## config.mk

```make
export PLATFORM = sky130hd
export DESIGN_NAME = sarc_core
export DESIGN_NICKNAME = d
export VERILOG_FILES = /design/src/verilog/sarc_pkg.sv /design/src/verilog/sarc_core.sv /design/src/verilog/sarc_fifo.sv /design/src/verilog/sarc_lanes.sv
export VERILOG_INCLUDE_DIRS = /design/src /design/src/verilog
export SDC_FILE = /design/constraint.sdc
export NUM_CORES = 1
export LEC_CHECK = 0
export BUFFER_PORTS_ARGS = -buffer_cell sky130_fd_sc_hd__buf_2
export CELL_PAD_IN_SITES_DETAIL_PLACEMENT = 1
export CELL_PAD_IN_SITES_GLOBAL_PLACEMENT = 1
export CORE_UTILIZATION = 32
export CTS_CLUSTER_SIZE = 20
export DETAILED_ROUTE_END_ITERATION = 16
export PLACE_DENSITY = 0.51
export SLEW_MARGIN = 30
export SYNTH_ARGS = -nofsm -noshare
export SYNTH_HDL_FRONTEND = slang
export SYNTH_SLANG_ARGS = --single-unit
```

## constraint.sdc

```tcl
create_clock -name clk -period 3.9 [get_ports clk]
set_input_delay 0.585 -clock clk [delete_from_list [all_inputs] [get_ports clk]]
set_output_delay 0.585 -clock clk [all_outputs]
set_load 0.005 [all_outputs]
```

## src/verilog/sarc_map.svh

```systemverilog
`ifndef SARC_MAP_SVH
`define SARC_MAP_SVH
// ****************************************
// timing and layout constants
// ****************************************
`define SARC_CLK_PERIOD_NS   10
`define SARC_START_MIN_NS    40
`define SARC_START_CYC       ((`SARC_START_MIN_NS + `SARC_CLK_PERIOD_NS - 1) / `SARC_CLK_PERIOD_NS)
`define SARC_CONV_US         8
`define SARC_CONV_CYC        ((`SARC_CONV_US * 1000) / `SARC_CLK_PERIOD_NS)
`define SARC_OLD_VALID_US    16
`define SARC_OLD_VALID_CYC   ((`SARC_OLD_VALID_US * 1000) / `SARC_CLK_PERIOD_NS)
`define SARC_RES_W           12
`define SARC_BUS_W           16
`define SARC_HALF_W          8
`define SARC_RESULT_RESET    12'h000
`define SARC_FIFO_DEPTH      32
`endif

```

## src/verilog/sarc_pkg.sv

```systemverilog
package sarc_pkg;
   // ****************************************
   // conversion control states
   // ****************************************
   typedef enum logic [1:0] {
      SARC_TRACK   = 2'b00,
      SARC_CONVERT = 2'b01,
      SARC_REARM   = 2'b10
   } sarc_state_e;
   typedef logic [11:0] sarc_code_t;
endpackage

```

## src/verilog/sarc_core.sv

```systemverilog
`timescale 1ns/10ps
`default_nettype none
`include "sarc_map.svh"
// Overview of operation
// RL1: both controls low 40 ns starts conversion
// RL2: busy low until result register updated
// RL3: commands ignored while busy low
// RL4: host raises a control before busy rises; t_restart holds both low past busy rise
// RL5: controls still low at busy rise restart
// RL6: tracking resumes when conversion ends
// RL7: host spaces commands by 10 us; t_single issues a second start mid-conversion
// RL8: controls are level-sensitive or, either order
// RL9: host sets other line 10 ns early
// RL10: bus driven only read high, select low
// RL11: select tied low works via read edges
// RL12: read fall or select fall floats bus
// RL13: unsigned straight binary, word or bytes
// RL14: codes 000 to fff, 800 midscale
// RL15: byte select may change during cycle
// RL16: data valid when busy rises
// RL17: old result readable while busy low
// RL18: host avoids reads late in conversion
// RL19: host avoids reads during conversion; t_single reads while busy low
// RL20: new data valid within 8 us
// RL21: msb first, padding low, byte swap
// RL22: result register held until next conversion
module sarc_core (
   input  wire logic                   clk,
   input  wire logic                   rst,
   input  wire logic                   select_n,
   input  wire logic                   read_conv,
   input  wire logic                   byte_sel,
   input  wire logic [`SARC_RES_W-1:0] sample_code,
   output logic                        busy_n,
   output logic                        hold,
   output logic      [`SARC_BUS_W-1:0] result_lines_out,
   output logic      [`SARC_BUS_W-1:0] result_lines_oe_n,
   output logic      [`SARC_RES_W-1:0] log_data,
   output logic                        log_valid,
   input  wire logic                   log_ready,
   output logic                        sample_dropped
);
   // ****************************************
   // declarations
   // ****************************************
   localparam int START_CYC = `SARC_START_CYC;
   localparam int CONV_CYC  = `SARC_CONV_CYC;
   localparam int OLD_CYC   = `SARC_OLD_VALID_CYC;
   sarc_pkg::sarc_state_e  state_reg;
   sarc_pkg::sarc_state_e  state_next;
   logic [2:0]             low_cnt_reg;
   logic [13:0]            conv_cnt_reg;
   logic [10:0]            age_cnt_reg;
   logic [`SARC_RES_W-1:0] result_reg;
   logic [`SARC_RES_W-1:0] sar_code_reg;
   logic                   both_low;
   logic                   start_ok;
   logic                   conv_done;
   logic [`SARC_BUS_W-1:0] lanes;
   logic                   fifo_in_ready;
   logic                   read_en;
   // conversion decode shared by several checks
   function automatic logic in_conv(input sarc_pkg::sarc_state_e s);
      return (s == sarc_pkg::SARC_CONVERT);
   endfunction
   // ****************************************
   // command detection
   // ****************************************
   // wired-or of the two active-low controls
   assign both_low  = !select_n && !read_conv; // see RL8 see RL11
   assign start_ok  = both_low && (low_cnt_reg >= 3'(START_CYC - 1)); // see RL1
   assign conv_done = (state_reg == sarc_pkg::SARC_CONVERT) && (conv_cnt_reg == 14'(CONV_CYC - 1));
   assign read_en   = !select_n && read_conv; // see RL10 see RL12
   // low-time filter; except in SARC_REARM, glitches shorter than the minimum never start
   always_ff @(posedge clk) begin
      if (rst) begin
         low_cnt_reg <= 3'h0;
      end else if (!both_low) begin
         low_cnt_reg <= 3'h0;
      end else if (low_cnt_reg != 3'h7) begin
         low_cnt_reg <= low_cnt_reg + 3'h1;
      end
   end
   // ****************************************
   // conversion sequencer
   // ****************************************
   // state decision
   always_comb begin
      state_next = state_reg;
      unique case (state_reg)
         sarc_pkg::SARC_TRACK: begin
            if (start_ok) begin
               state_next = sarc_pkg::SARC_CONVERT; // see RL1
            end
         end
         sarc_pkg::SARC_CONVERT: begin
            // commands during conversion are simply not looked at
            if (conv_done) begin
               state_next = sarc_pkg::SARC_REARM; // see RL3
            end
         end
         sarc_pkg::SARC_REARM: begin
            // controls still low when busy rises: restart with no acquisition
            if (both_low) begin
               state_next = sarc_pkg::SARC_CONVERT; // see RL5 see RL4
            end else begin
               state_next = sarc_pkg::SARC_TRACK; // see RL6
            end
         end
         default: begin
            state_next = sarc_pkg::SARC_TRACK;
         end
      endcase
   end
   // state register
   always_ff @(posedge clk) begin
      if (rst) begin
         state_reg <= sarc_pkg::SARC_TRACK;
      end else begin
         state_reg <= state_next;
      end
   end
   // conversion timer, 8 us end to end
   always_ff @(posedge clk) begin
      if (rst) begin
         conv_cnt_reg <= 14'h0000;
      end else if (state_reg == sarc_pkg::SARC_CONVERT && !conv_done) begin
         conv_cnt_reg <= conv_cnt_reg + 14'h0001; // see RL20
      end else begin
         conv_cnt_reg <= 14'h0000;
      end
   end
   // sample taken when hold begins
   always_ff @(posedge clk) begin
      if (rst) begin
         sar_code_reg <= `SARC_RESULT_RESET;
      end else if (state_reg != sarc_pkg::SARC_CONVERT && state_next == sarc_pkg::SARC_CONVERT) begin
         sar_code_reg <= sample_code; // see RL13 see RL14
      end
   end
   // output register only moves at end of conversion
   always_ff @(posedge clk) begin
      if (rst) begin
         result_reg <= `SARC_RESULT_RESET;
      end else if (conv_done) begin
         result_reg <= sar_code_reg; // see RL22 see RL2
      end
   end
   // busy and hold follow the sequencer; busy rises on the same edge as the result update
   always_ff @(posedge clk) begin
      if (rst) begin
         busy_n <= 1'b1;
         hold   <= 1'b0;
      end else begin
         busy_n <= (state_next != sarc_pkg::SARC_CONVERT); // see RL2 see RL16
         hold   <= (state_next == sarc_pkg::SARC_CONVERT); // see RL1 see RL6
      end
   end
   // age of a conversion, saturating at 11'h7ff
   always_ff @(posedge clk) begin
      if (rst) begin
         age_cnt_reg <= 11'h000;
      end else if (state_reg != sarc_pkg::SARC_CONVERT) begin
         age_cnt_reg <= 11'h000;
      end else if (age_cnt_reg != 11'h7ff) begin
         age_cnt_reg <= age_cnt_reg + 11'h001; // see RL17
      end
   end
   // ****************************************
   // result bus
   // ****************************************
   sarc_lanes u_lanes (
      .code      (result_reg),
      .byte_swap (byte_sel),
      .lanes     (lanes)
   );
   // registered drive; enable low means driving
   always_ff @(posedge clk) begin
      if (rst) begin
         result_lines_out  <= 16'h0000;
         result_lines_oe_n <= 16'hffff;
      end else begin
         result_lines_out  <= lanes; // see RL17 see RL15
         result_lines_oe_n <= read_en ? 16'h0000 : 16'hffff; // see RL10 see RL12
      end
   end
   // ****************************************
   // result log
   // ****************************************
   // each finished result is queued; a full queue drops it and says so
   sarc_fifo #(
      .WIDTH (`SARC_RES_W),
      .DEPTH (`SARC_FIFO_DEPTH)
   ) u_fifo (
      .clk       (clk),
      .rst       (rst),
      .in_data   (sar_code_reg),
      .in_valid  (conv_done),
      .in_ready  (fifo_in_ready),
      .out_data  (log_data),
      .out_valid (log_valid),
      .out_ready (log_ready)
   );
   always_ff @(posedge clk) begin
      if (rst) begin
         sample_dropped <= 1'b0;
      end else begin
         sample_dropped <= conv_done && !fifo_in_ready;
      end
   end
   // ****************************************
   // checks
   // ****************************************
   busy_after_start_a: assert property (@(posedge clk) disable iff (rst) // see RL2
      (state_reg == sarc_pkg::SARC_TRACK && start_ok) |=> !busy_n)
      else $error("busy did not fall after start");
   busy_holds_a: assert property (@(posedge clk) disable iff (rst) // see RL3
      $fell(busy_n) |-> !busy_n [*8])
      else $error("busy rose too early");
   conv_length_a: assert property (@(posedge clk) disable iff (rst) // see RL20
      $fell(busy_n) |-> ##[1:800] $rose(busy_n))
      else $error("conversion ran past limit");
   result_stable_a: assert property (@(posedge clk) disable iff (rst) // see RL22
      (!busy_n && !conv_done) |=> $stable(result_reg))
      else $error("result changed mid conversion");
   bus_float_a: assert property (@(posedge clk) disable iff (rst) // see RL10
      !read_en |=> (result_lines_oe_n == 16'hffff))
      else $error("bus driven when not read");
   pad_zero_a: assert property (@(posedge clk) disable iff (rst) // see RL21
      !byte_sel |=> (result_lines_out[3:0] == 4'h0))
      else $error("padding lines not low");
   restart_a: assert property (@(posedge clk) disable iff (rst) // see RL5
      (state_reg == sarc_pkg::SARC_REARM && both_low) |=> !busy_n)
      else $error("no restart with controls low");
   short_pulse_a: assert property (@(posedge clk) disable iff (rst) // see RL1
      (busy_n && !both_low) |=> busy_n)
      else $error("start without both controls low");
   data_at_rise_a: assert property (@(posedge clk) disable iff (rst) // see RL16
      $rose(busy_n) |-> (result_reg == $past(sar_code_reg)))
      else $error("result not ready at busy rise");
   // ****************************************
   // checks: sequencer
   // ****************************************
   // busy, hold and state must agree cycle by cycle
   conv_busy_a: assert property (@(posedge clk) disable iff (rst) // see RL2
      in_conv(state_reg) |-> !busy_n)
      else $error("busy high during conversion");
   track_idle_a: assert property (@(posedge clk) disable iff (rst) // see RL6
      (state_reg == sarc_pkg::SARC_TRACK) |-> !hold)
      else $error("hold while tracking");
   busy_stays_a: assert property (@(posedge clk) disable iff (rst) // see RL3
      (in_conv(state_reg) && !conv_done) |=> !busy_n)
      else $error("busy rose before conversion end");
   cmd_ignore_a: assert property (@(posedge clk) disable iff (rst) // see RL3
      (in_conv(state_reg) && !conv_done) |=> in_conv(state_reg))
      else $error("conversion left early");
   busy_track_a: assert property (@(posedge clk) disable iff (rst) // see RL2
      (state_reg == sarc_pkg::SARC_TRACK && !start_ok) |=> busy_n)
      else $error("busy fell without start");
   start_hold_a: assert property (@(posedge clk) disable iff (rst) // see RL1
      (state_reg == sarc_pkg::SARC_TRACK && start_ok) |=> hold)
      else $error("no hold after start");
   filter_a: assert property (@(posedge clk) disable iff (rst) // see RL1
      (state_reg == sarc_pkg::SARC_TRACK && low_cnt_reg < 3'(START_CYC - 1)) |=> busy_n)
      else $error("start before minimum low time");
   filter_clear_a: assert property (@(posedge clk) disable iff (rst) // see RL8
      !both_low |=> (low_cnt_reg == 3'h0))
      else $error("low-time filter not cleared");
   sample_hold_a: assert property (@(posedge clk) disable iff (rst) // see RL1
      $rose(hold) |-> (sar_code_reg == $past(sample_code)))
      else $error("sample not taken at hold");
   conv_rise_a: assert property (@(posedge clk) disable iff (rst) // see RL16
      conv_done |=> busy_n)
      else $error("busy low after conversion end");
   busy_cause_a: assert property (@(posedge clk) disable iff (rst) // see RL20
      $rose(busy_n) |-> $past(conv_done))
      else $error("busy rose without conversion end");
   conv_result_a: assert property (@(posedge clk) disable iff (rst) // see RL2
      conv_done |=> (result_reg == $past(sar_code_reg)))
      else $error("result register not updated");
   rearm_track_a: assert property (@(posedge clk) disable iff (rst) // see RL6
      (state_reg == sarc_pkg::SARC_REARM && !both_low) |=> (busy_n && !hold))
      else $error("no return to tracking");
   rearm_hold_a: assert property (@(posedge clk) disable iff (rst) // see RL5
      (state_reg == sarc_pkg::SARC_REARM && both_low) |=> hold)
      else $error("restart without hold");
   rearm_once_a: assert property (@(posedge clk) disable iff (rst) // see RL5
      (state_reg == sarc_pkg::SARC_REARM) |=> (state_reg != sarc_pkg::SARC_REARM))
      else $error("rearm state held");
   // ****************************************
   // checks: result bus
   // ****************************************
   // enables move together, data lanes follow the result register
   oe_drive_a: assert property (@(posedge clk) disable iff (rst) // see RL10
      read_en |=> (result_lines_oe_n == 16'h0000))
      else $error("bus not driven on read");
   oe_uniform_a: assert property (@(posedge clk) disable iff (rst) // see RL10
      (result_lines_oe_n == 16'h0000) || (result_lines_oe_n == 16'hffff))
      else $error("bus enables split");
   conv_float_a: assert property (@(posedge clk) disable iff (rst) // see RL12
      both_low |=> (result_lines_oe_n == 16'hffff))
      else $error("bus driven during convert command");
   msb_first_a: assert property (@(posedge clk) disable iff (rst) // see RL21
      !byte_sel |=> (result_lines_out[15:4] == $past(result_reg)))
      else $error("word lanes wrong");
   swap_pad_a: assert property (@(posedge clk) disable iff (rst) // see RL21
      byte_sel |=> (result_lines_out[11:8] == 4'h0))
      else $error("swapped padding not low");
   swap_data_a: assert property (@(posedge clk) disable iff (rst) // see RL15
      byte_sel |=> ({result_lines_out[7:0], result_lines_out[15:12]} == $past(result_reg)))
      else $error("swapped lanes wrong");
   // ****************************************
   // checks: timers and log
   // ****************************************
   // counters stay in range and restart with each conversion
   cnt_start_a: assert property (@(posedge clk) disable iff (rst) // see RL20
      $fell(busy_n) |-> (conv_cnt_reg == 14'h0000))
      else $error("conversion timer not restarted");
   cnt_idle_a: assert property (@(posedge clk) disable iff (rst) // see RL20
      !in_conv(state_reg) |=> (conv_cnt_reg == 14'h0000))
      else $error("conversion timer runs idle");
   cnt_bound_a: assert property (@(posedge clk) disable iff (rst) // see RL20
      conv_cnt_reg <= 14'(CONV_CYC - 1))
      else $error("conversion timer past end");
   age_zero_a: assert property (@(posedge clk) disable iff (rst) // see RL17
      !in_conv(state_reg) |=> (age_cnt_reg == 11'h000))
      else $error("age counter not cleared");
   old_valid_a: assert property (@(posedge clk) disable iff (rst) // see RL17
      (in_conv(state_reg) && age_cnt_reg < 11'(OLD_CYC) && !conv_done) |=> $stable(result_reg))
      else $error("old result lost too early");
   // a drop is only reported for a finished result that found no room
   fifo_push_a: assert property (@(posedge clk) disable iff (rst) // see RL22
      (conv_done && fifo_in_ready) |=> (log_valid && !sample_dropped))
      else $error("finished result not logged");
   drop_pulse_a: assert property (@(posedge clk) disable iff (rst) // see RL22
      sample_dropped |-> $past(conv_done))
      else $error("drop without finished result");
endmodule // sarc_core
`default_nettype wire

```

## src/verilog/sarc_fifo.sv

```systemverilog
`timescale 1ns/10ps
`default_nettype none
// ****************************************
// sample fifo
// ****************************************
module sarc_fifo #(
   parameter int WIDTH = 12,
   parameter int DEPTH = 32
) (
   input  wire logic             clk,
   input  wire logic             rst,
   input  wire logic [WIDTH-1:0] in_data,
   input  wire logic             in_valid,
   output logic                  in_ready,
   output logic      [WIDTH-1:0] out_data,
   output logic                  out_valid,
   input  wire logic             out_ready
);
   localparam int AW = $clog2(DEPTH);
   logic [WIDTH-1:0] mem_reg [DEPTH];
   logic [AW:0]      wr_reg;
   logic [AW:0]      rd_reg;
   logic             push;
   logic             pop;
   // full when pointers differ only in wrap bit
   assign in_ready  = !((wr_reg[AW] != rd_reg[AW]) && (wr_reg[AW-1:0] == rd_reg[AW-1:0]));
   assign out_valid = (wr_reg != rd_reg);
   assign push      = in_valid && in_ready;
   assign pop       = out_valid && out_ready;
   assign out_data  = mem_reg[rd_reg[AW-1:0]];
   // storage write
   always_ff @(posedge clk) begin
      if (push) begin
         mem_reg[wr_reg[AW-1:0]] <= in_data;
      end
   end
   // pointers
   always_ff @(posedge clk) begin
      if (rst) begin
         wr_reg <= '0;
         rd_reg <= '0;
      end else begin
         if (push) begin
            wr_reg <= wr_reg + 1'b1;
         end
         if (pop) begin
            rd_reg <= rd_reg + 1'b1;
         end
      end
   end
endmodule // sarc_fifo
`default_nettype wire

```

## src/verilog/sarc_lanes.sv

```systemverilog
`timescale 1ns/10ps
`default_nettype none
`include "sarc_map.svh"
// ****************************************
// result lane arrangement
// ****************************************
module sarc_lanes (
   input  wire logic [`SARC_RES_W-1:0] code,
   input  wire logic                   byte_swap,
   output logic      [`SARC_BUS_W-1:0] lanes
);
   logic [`SARC_BUS_W-1:0] word;
   // msb first, four padding zeros in the low group
   assign word  = {code, 4'h0}; // see RL21
   // swap upper and lower byte groups
   assign lanes = byte_swap ? {word[7:0], word[15:8]} : word; // see RL21 see RL15
endmodule // sarc_lanes
`default_nettype wire

```

==> flow_metrics.env <==
export IMPL_critPathKind="reg2out"
export IMPL_rsz0062_at_grt="no"
export IMPL_row_count=86
export IMPL_layout_setup_ws_ns=0.260
export IMPL_die_w_um=240
export IMPL_cts_made_buffers=51
export IMPL_clkSlewWorstSetupHoldPaths_ns=0.06
export IMPL_cts_tree="done"
export IMPL_setup_viol=0
export IMPL_drtIter0Drc=642
export IMPL_drt_met1_wl_mm=23.6
export IMPL_postCtsSetupBuffers=0
export IMPL_relSlewSlack_pct=41.4
export IMPL_dp_hpwl_mm=28.9
export IMPL_placed_area_um2=19600
export IMPL_finalClockSkew_ns=0.0221
export IMPL_grt_pass1_wl_mm=70.1
export IMPL_p_leak_nw=6.06
export IMPL_drtPass1Iterations=4
export IMPL_ff_latch_area_um2=13100
export IMPL_slew_violations=0
export IMPL_stdcell_count=2086
export IMPL_power_density_nw_per_um2=464
export IMPL_synthTopCellsByArea="edfxtp_1, mux2i_1, dfxtp_1"
export IMPL_dieHeight_um=240
export IMPL_pre_cts_slack_ns=0.839
export IMPL_multi_input_area_um2=4650
export IMPL_synth_most_common_cell="edfxtp_1"
export IMPL_cts_htree_levels=2
export IMPL_ctsHoldBuffers=0
export IMPL_vias=10146
export IMPL_min_period_over_period_pct=93.3
export IMPL_fin_tns_setup_ns=0
export IMPL_min_period_ns=3.64
export IMPL_cts_sinks=464
export IMPL_pin_count=66
export IMPL_grt_overflow_total=0
export IMPL_synthesis_nets=1221
export IMPL_vias_per_cell=4.86
export IMPL_drive_gt1_share_pct=15.7
export IMPL_postSynth_asyncResetShare_pct=0
export IMPL_finalHoldViolCount=0
export IMPL_critPathRequiredTime_ns=3.31
export IMPL_yosys_register_bits=464
export IMPL_yosys_top_cells_count="edfxtp_1, mux2i_1, nor2_1"
export IMPL_syn_inst=1194
export IMPL_synth_simple_area_share_pct=6.47
export IMPL_synth_fa_ha_area_share_pct=0.620
export IMPL_worst_pin_slew_ns=0.871
export IMPL_wl_met3_mm=1.59
export IMPL_io_buffers=65
export IMPL_outcome="finished clean"
export IMPL_endpoint_kind="output pin"
export IMPL_cts_resized=0
export IMPL_nFillCells=5720
export IMPL_hold_path_class="in2reg"
export IMPL_grt_max_degree=46
export IMPL_synthXorXnorAreaFrac_pct=1.16
export IMPL_synth_edf_count=384
export IMPL_start_kind="register"
export IMPL_cp_data_arrival_time_ns=3.06
export IMPL_synth_top_family_by_area="multiplexers"
export IMPL_synthMuxAreaShare_pct=11.9
export IMPL_synth_top_cell_by_area="edfxtp_1"
export IMPL_clockBufferDepth=3
export IMPL_cap_violations=0
export IMPL_largest_reg_flops=384
export IMPL_synth_compound_area_share_pct=5.27
export IMPL_drc=0
export IMPL_grt_pass1_vias=10618
export IMPL_final_cell_area_um2=21100
export IMPL_fmax_ghz=0.275
export IMPL_holdWs_ns=0.231
export IMPL_drt_wl_total_mm=46.7
export IMPL_coreArea_um2=55600
export IMPL_gp_congestion=0.769
export IMPL_syn_area_per_cell_um2=15.2
export IMPL_final_nets=1323
export IMPL_antenna_found_initial=1
export IMPL_netlist_area_leader_share_pct=63.5
export IMPL_worstRegToRegCells=6
export IMPL_ant_nets=0
export IMPL_synth_cell_type_count=43
export IMPL_dp_cells=1991
export IMPL_die_area_um2=57700
export IMPL_synth_seq_area_share_pct=72.3
export IMPL_post_drt_wl_per_cell_um=22.4
export IMPL_clock_latency_ns=0.59
export IMPL_ys_warn_count=0
export IMPL_top_layer="met4"
export IMPL_whs_path_depth=3
export IMPL_ys_flop_type="edfxtp_1"
export IMPL_cts_root_buf="clkbuf_16"
export IMPL_syn_to_final_growth_pct=16.3
export IMPL_crit_fanout=28
export IMPL_syn_area_um2=18200
export IMPL_track_usage_pct=16.5
export IMPL_dr_wl_met2_mm=20.5
export IMPL_max_vdd_ir_drop_mv=0.282
export IMPL_start_util_pct=32.7
-- power by group --
| part | switching (W) | internal [W] |
|---|---|---|
| Sequential | 0.00000232 | 0.00529 |
| Combinational | 0.0000218 | 0.0000143 |
| Clock | 0.00193 | 0.00254 |
| Total | 0.00195 | 0.00784 |
-- final timing paths --
| path | slack [ns] | end | start |
|---|---|---|---|
| setup / recovery | 0.26 | log_data[7] | register |
| hold / removal | 0.23 | sar_code_reg[3] | sample_code[3] |
| setup reg to reg | 0.98 | u_fifo.mem_reg[8][9] | conv_cnt_reg[10] |
| hold reg to reg | 0.46 | conv_cnt_reg[0] | conv_cnt_reg[0] |
-- cell type report --
| cell class | count | share of cell area, % |
|---|---|---|
| Antenna cell | 2 | 0.0237 |
| Sequential cell | 464 | 62.2 |
| Inverter | 12 | 0.213 |
| Clock inverter | 26 | 0.740 |
| Clock buffer | 67 | 6.52 |
| Multi-Input combinational cell | 640 | 22.0 |
| Timing Repair Buffer | 127 | 3.92 |
| Tap cell | 748 | 4.43 |
-- routing by layer --
layer	up-vias	GRT usage, %
met4	0	4.79
met5	-	0
met1	5191	24.6
met3	61	2.65
met2	159	24.7
li1	4735	-
-- kinds of logic after synthesis --
family                   Yosys count
flip-flops                       464
AND/OR/NAND/NOR                  253
multiplexers                     216
AO/OA/AOI/OAI                    138
buffers and inverters             90
XOR/XNOR                          24
adder cells (fa/ha/maj)            9
-- critical path, stage by stage, from the launching register on --
cell and delay, ns:
dfxtp_1 0.51, nor2b_4 0.61, buf_4 0.47, a22oi_1 0.15
a31oi_1 0.44, nand3_1 0.14, buf_2 0.16
-- per-stage QoR --
| stage | power, W | utilization (%) |
|---|---|---|
| 2_1_floorplan | 0.00542 | - |
| 3_3_place_gp | 0.00543 | 35.2 |
| 3_5_place_dp | 0.00543 | 35.2 |
| 4_1_cts | 0.00994 | 38.0 |
| 5_1_grt | 0.0101 | 38.0 |
| 6_report | 0.00980 | 38.0 |
-- layout by cell type (no fill, tap or decap), drive strengths merged, types with 2 or more instances in the layout --
cell / n
or3: 5
nand2: 58
clkbuf: 67
a21boi: 2
nand3b: 3
nand2b: 3
a2111oi: 2
dfxtp: 80
xnor2: 16
a21oi: 43
nand3: 34
edfxtp: 384
nor2: 90
and2: 9
buf: 127
inv: 13
clkinv: 22
a31oi: 12
or2: 2
or4: 2
a22o: 24
o21ai: 3
nand4: 16
nor2b: 8
diode: 2
ha: 9
a22oi: 48
and3: 3
nor4: 4
clkinvlp: 2
mux2i: 215
nor3: 14
xor2: 8
a21o: 2
(Power assumes the default switching activity.)
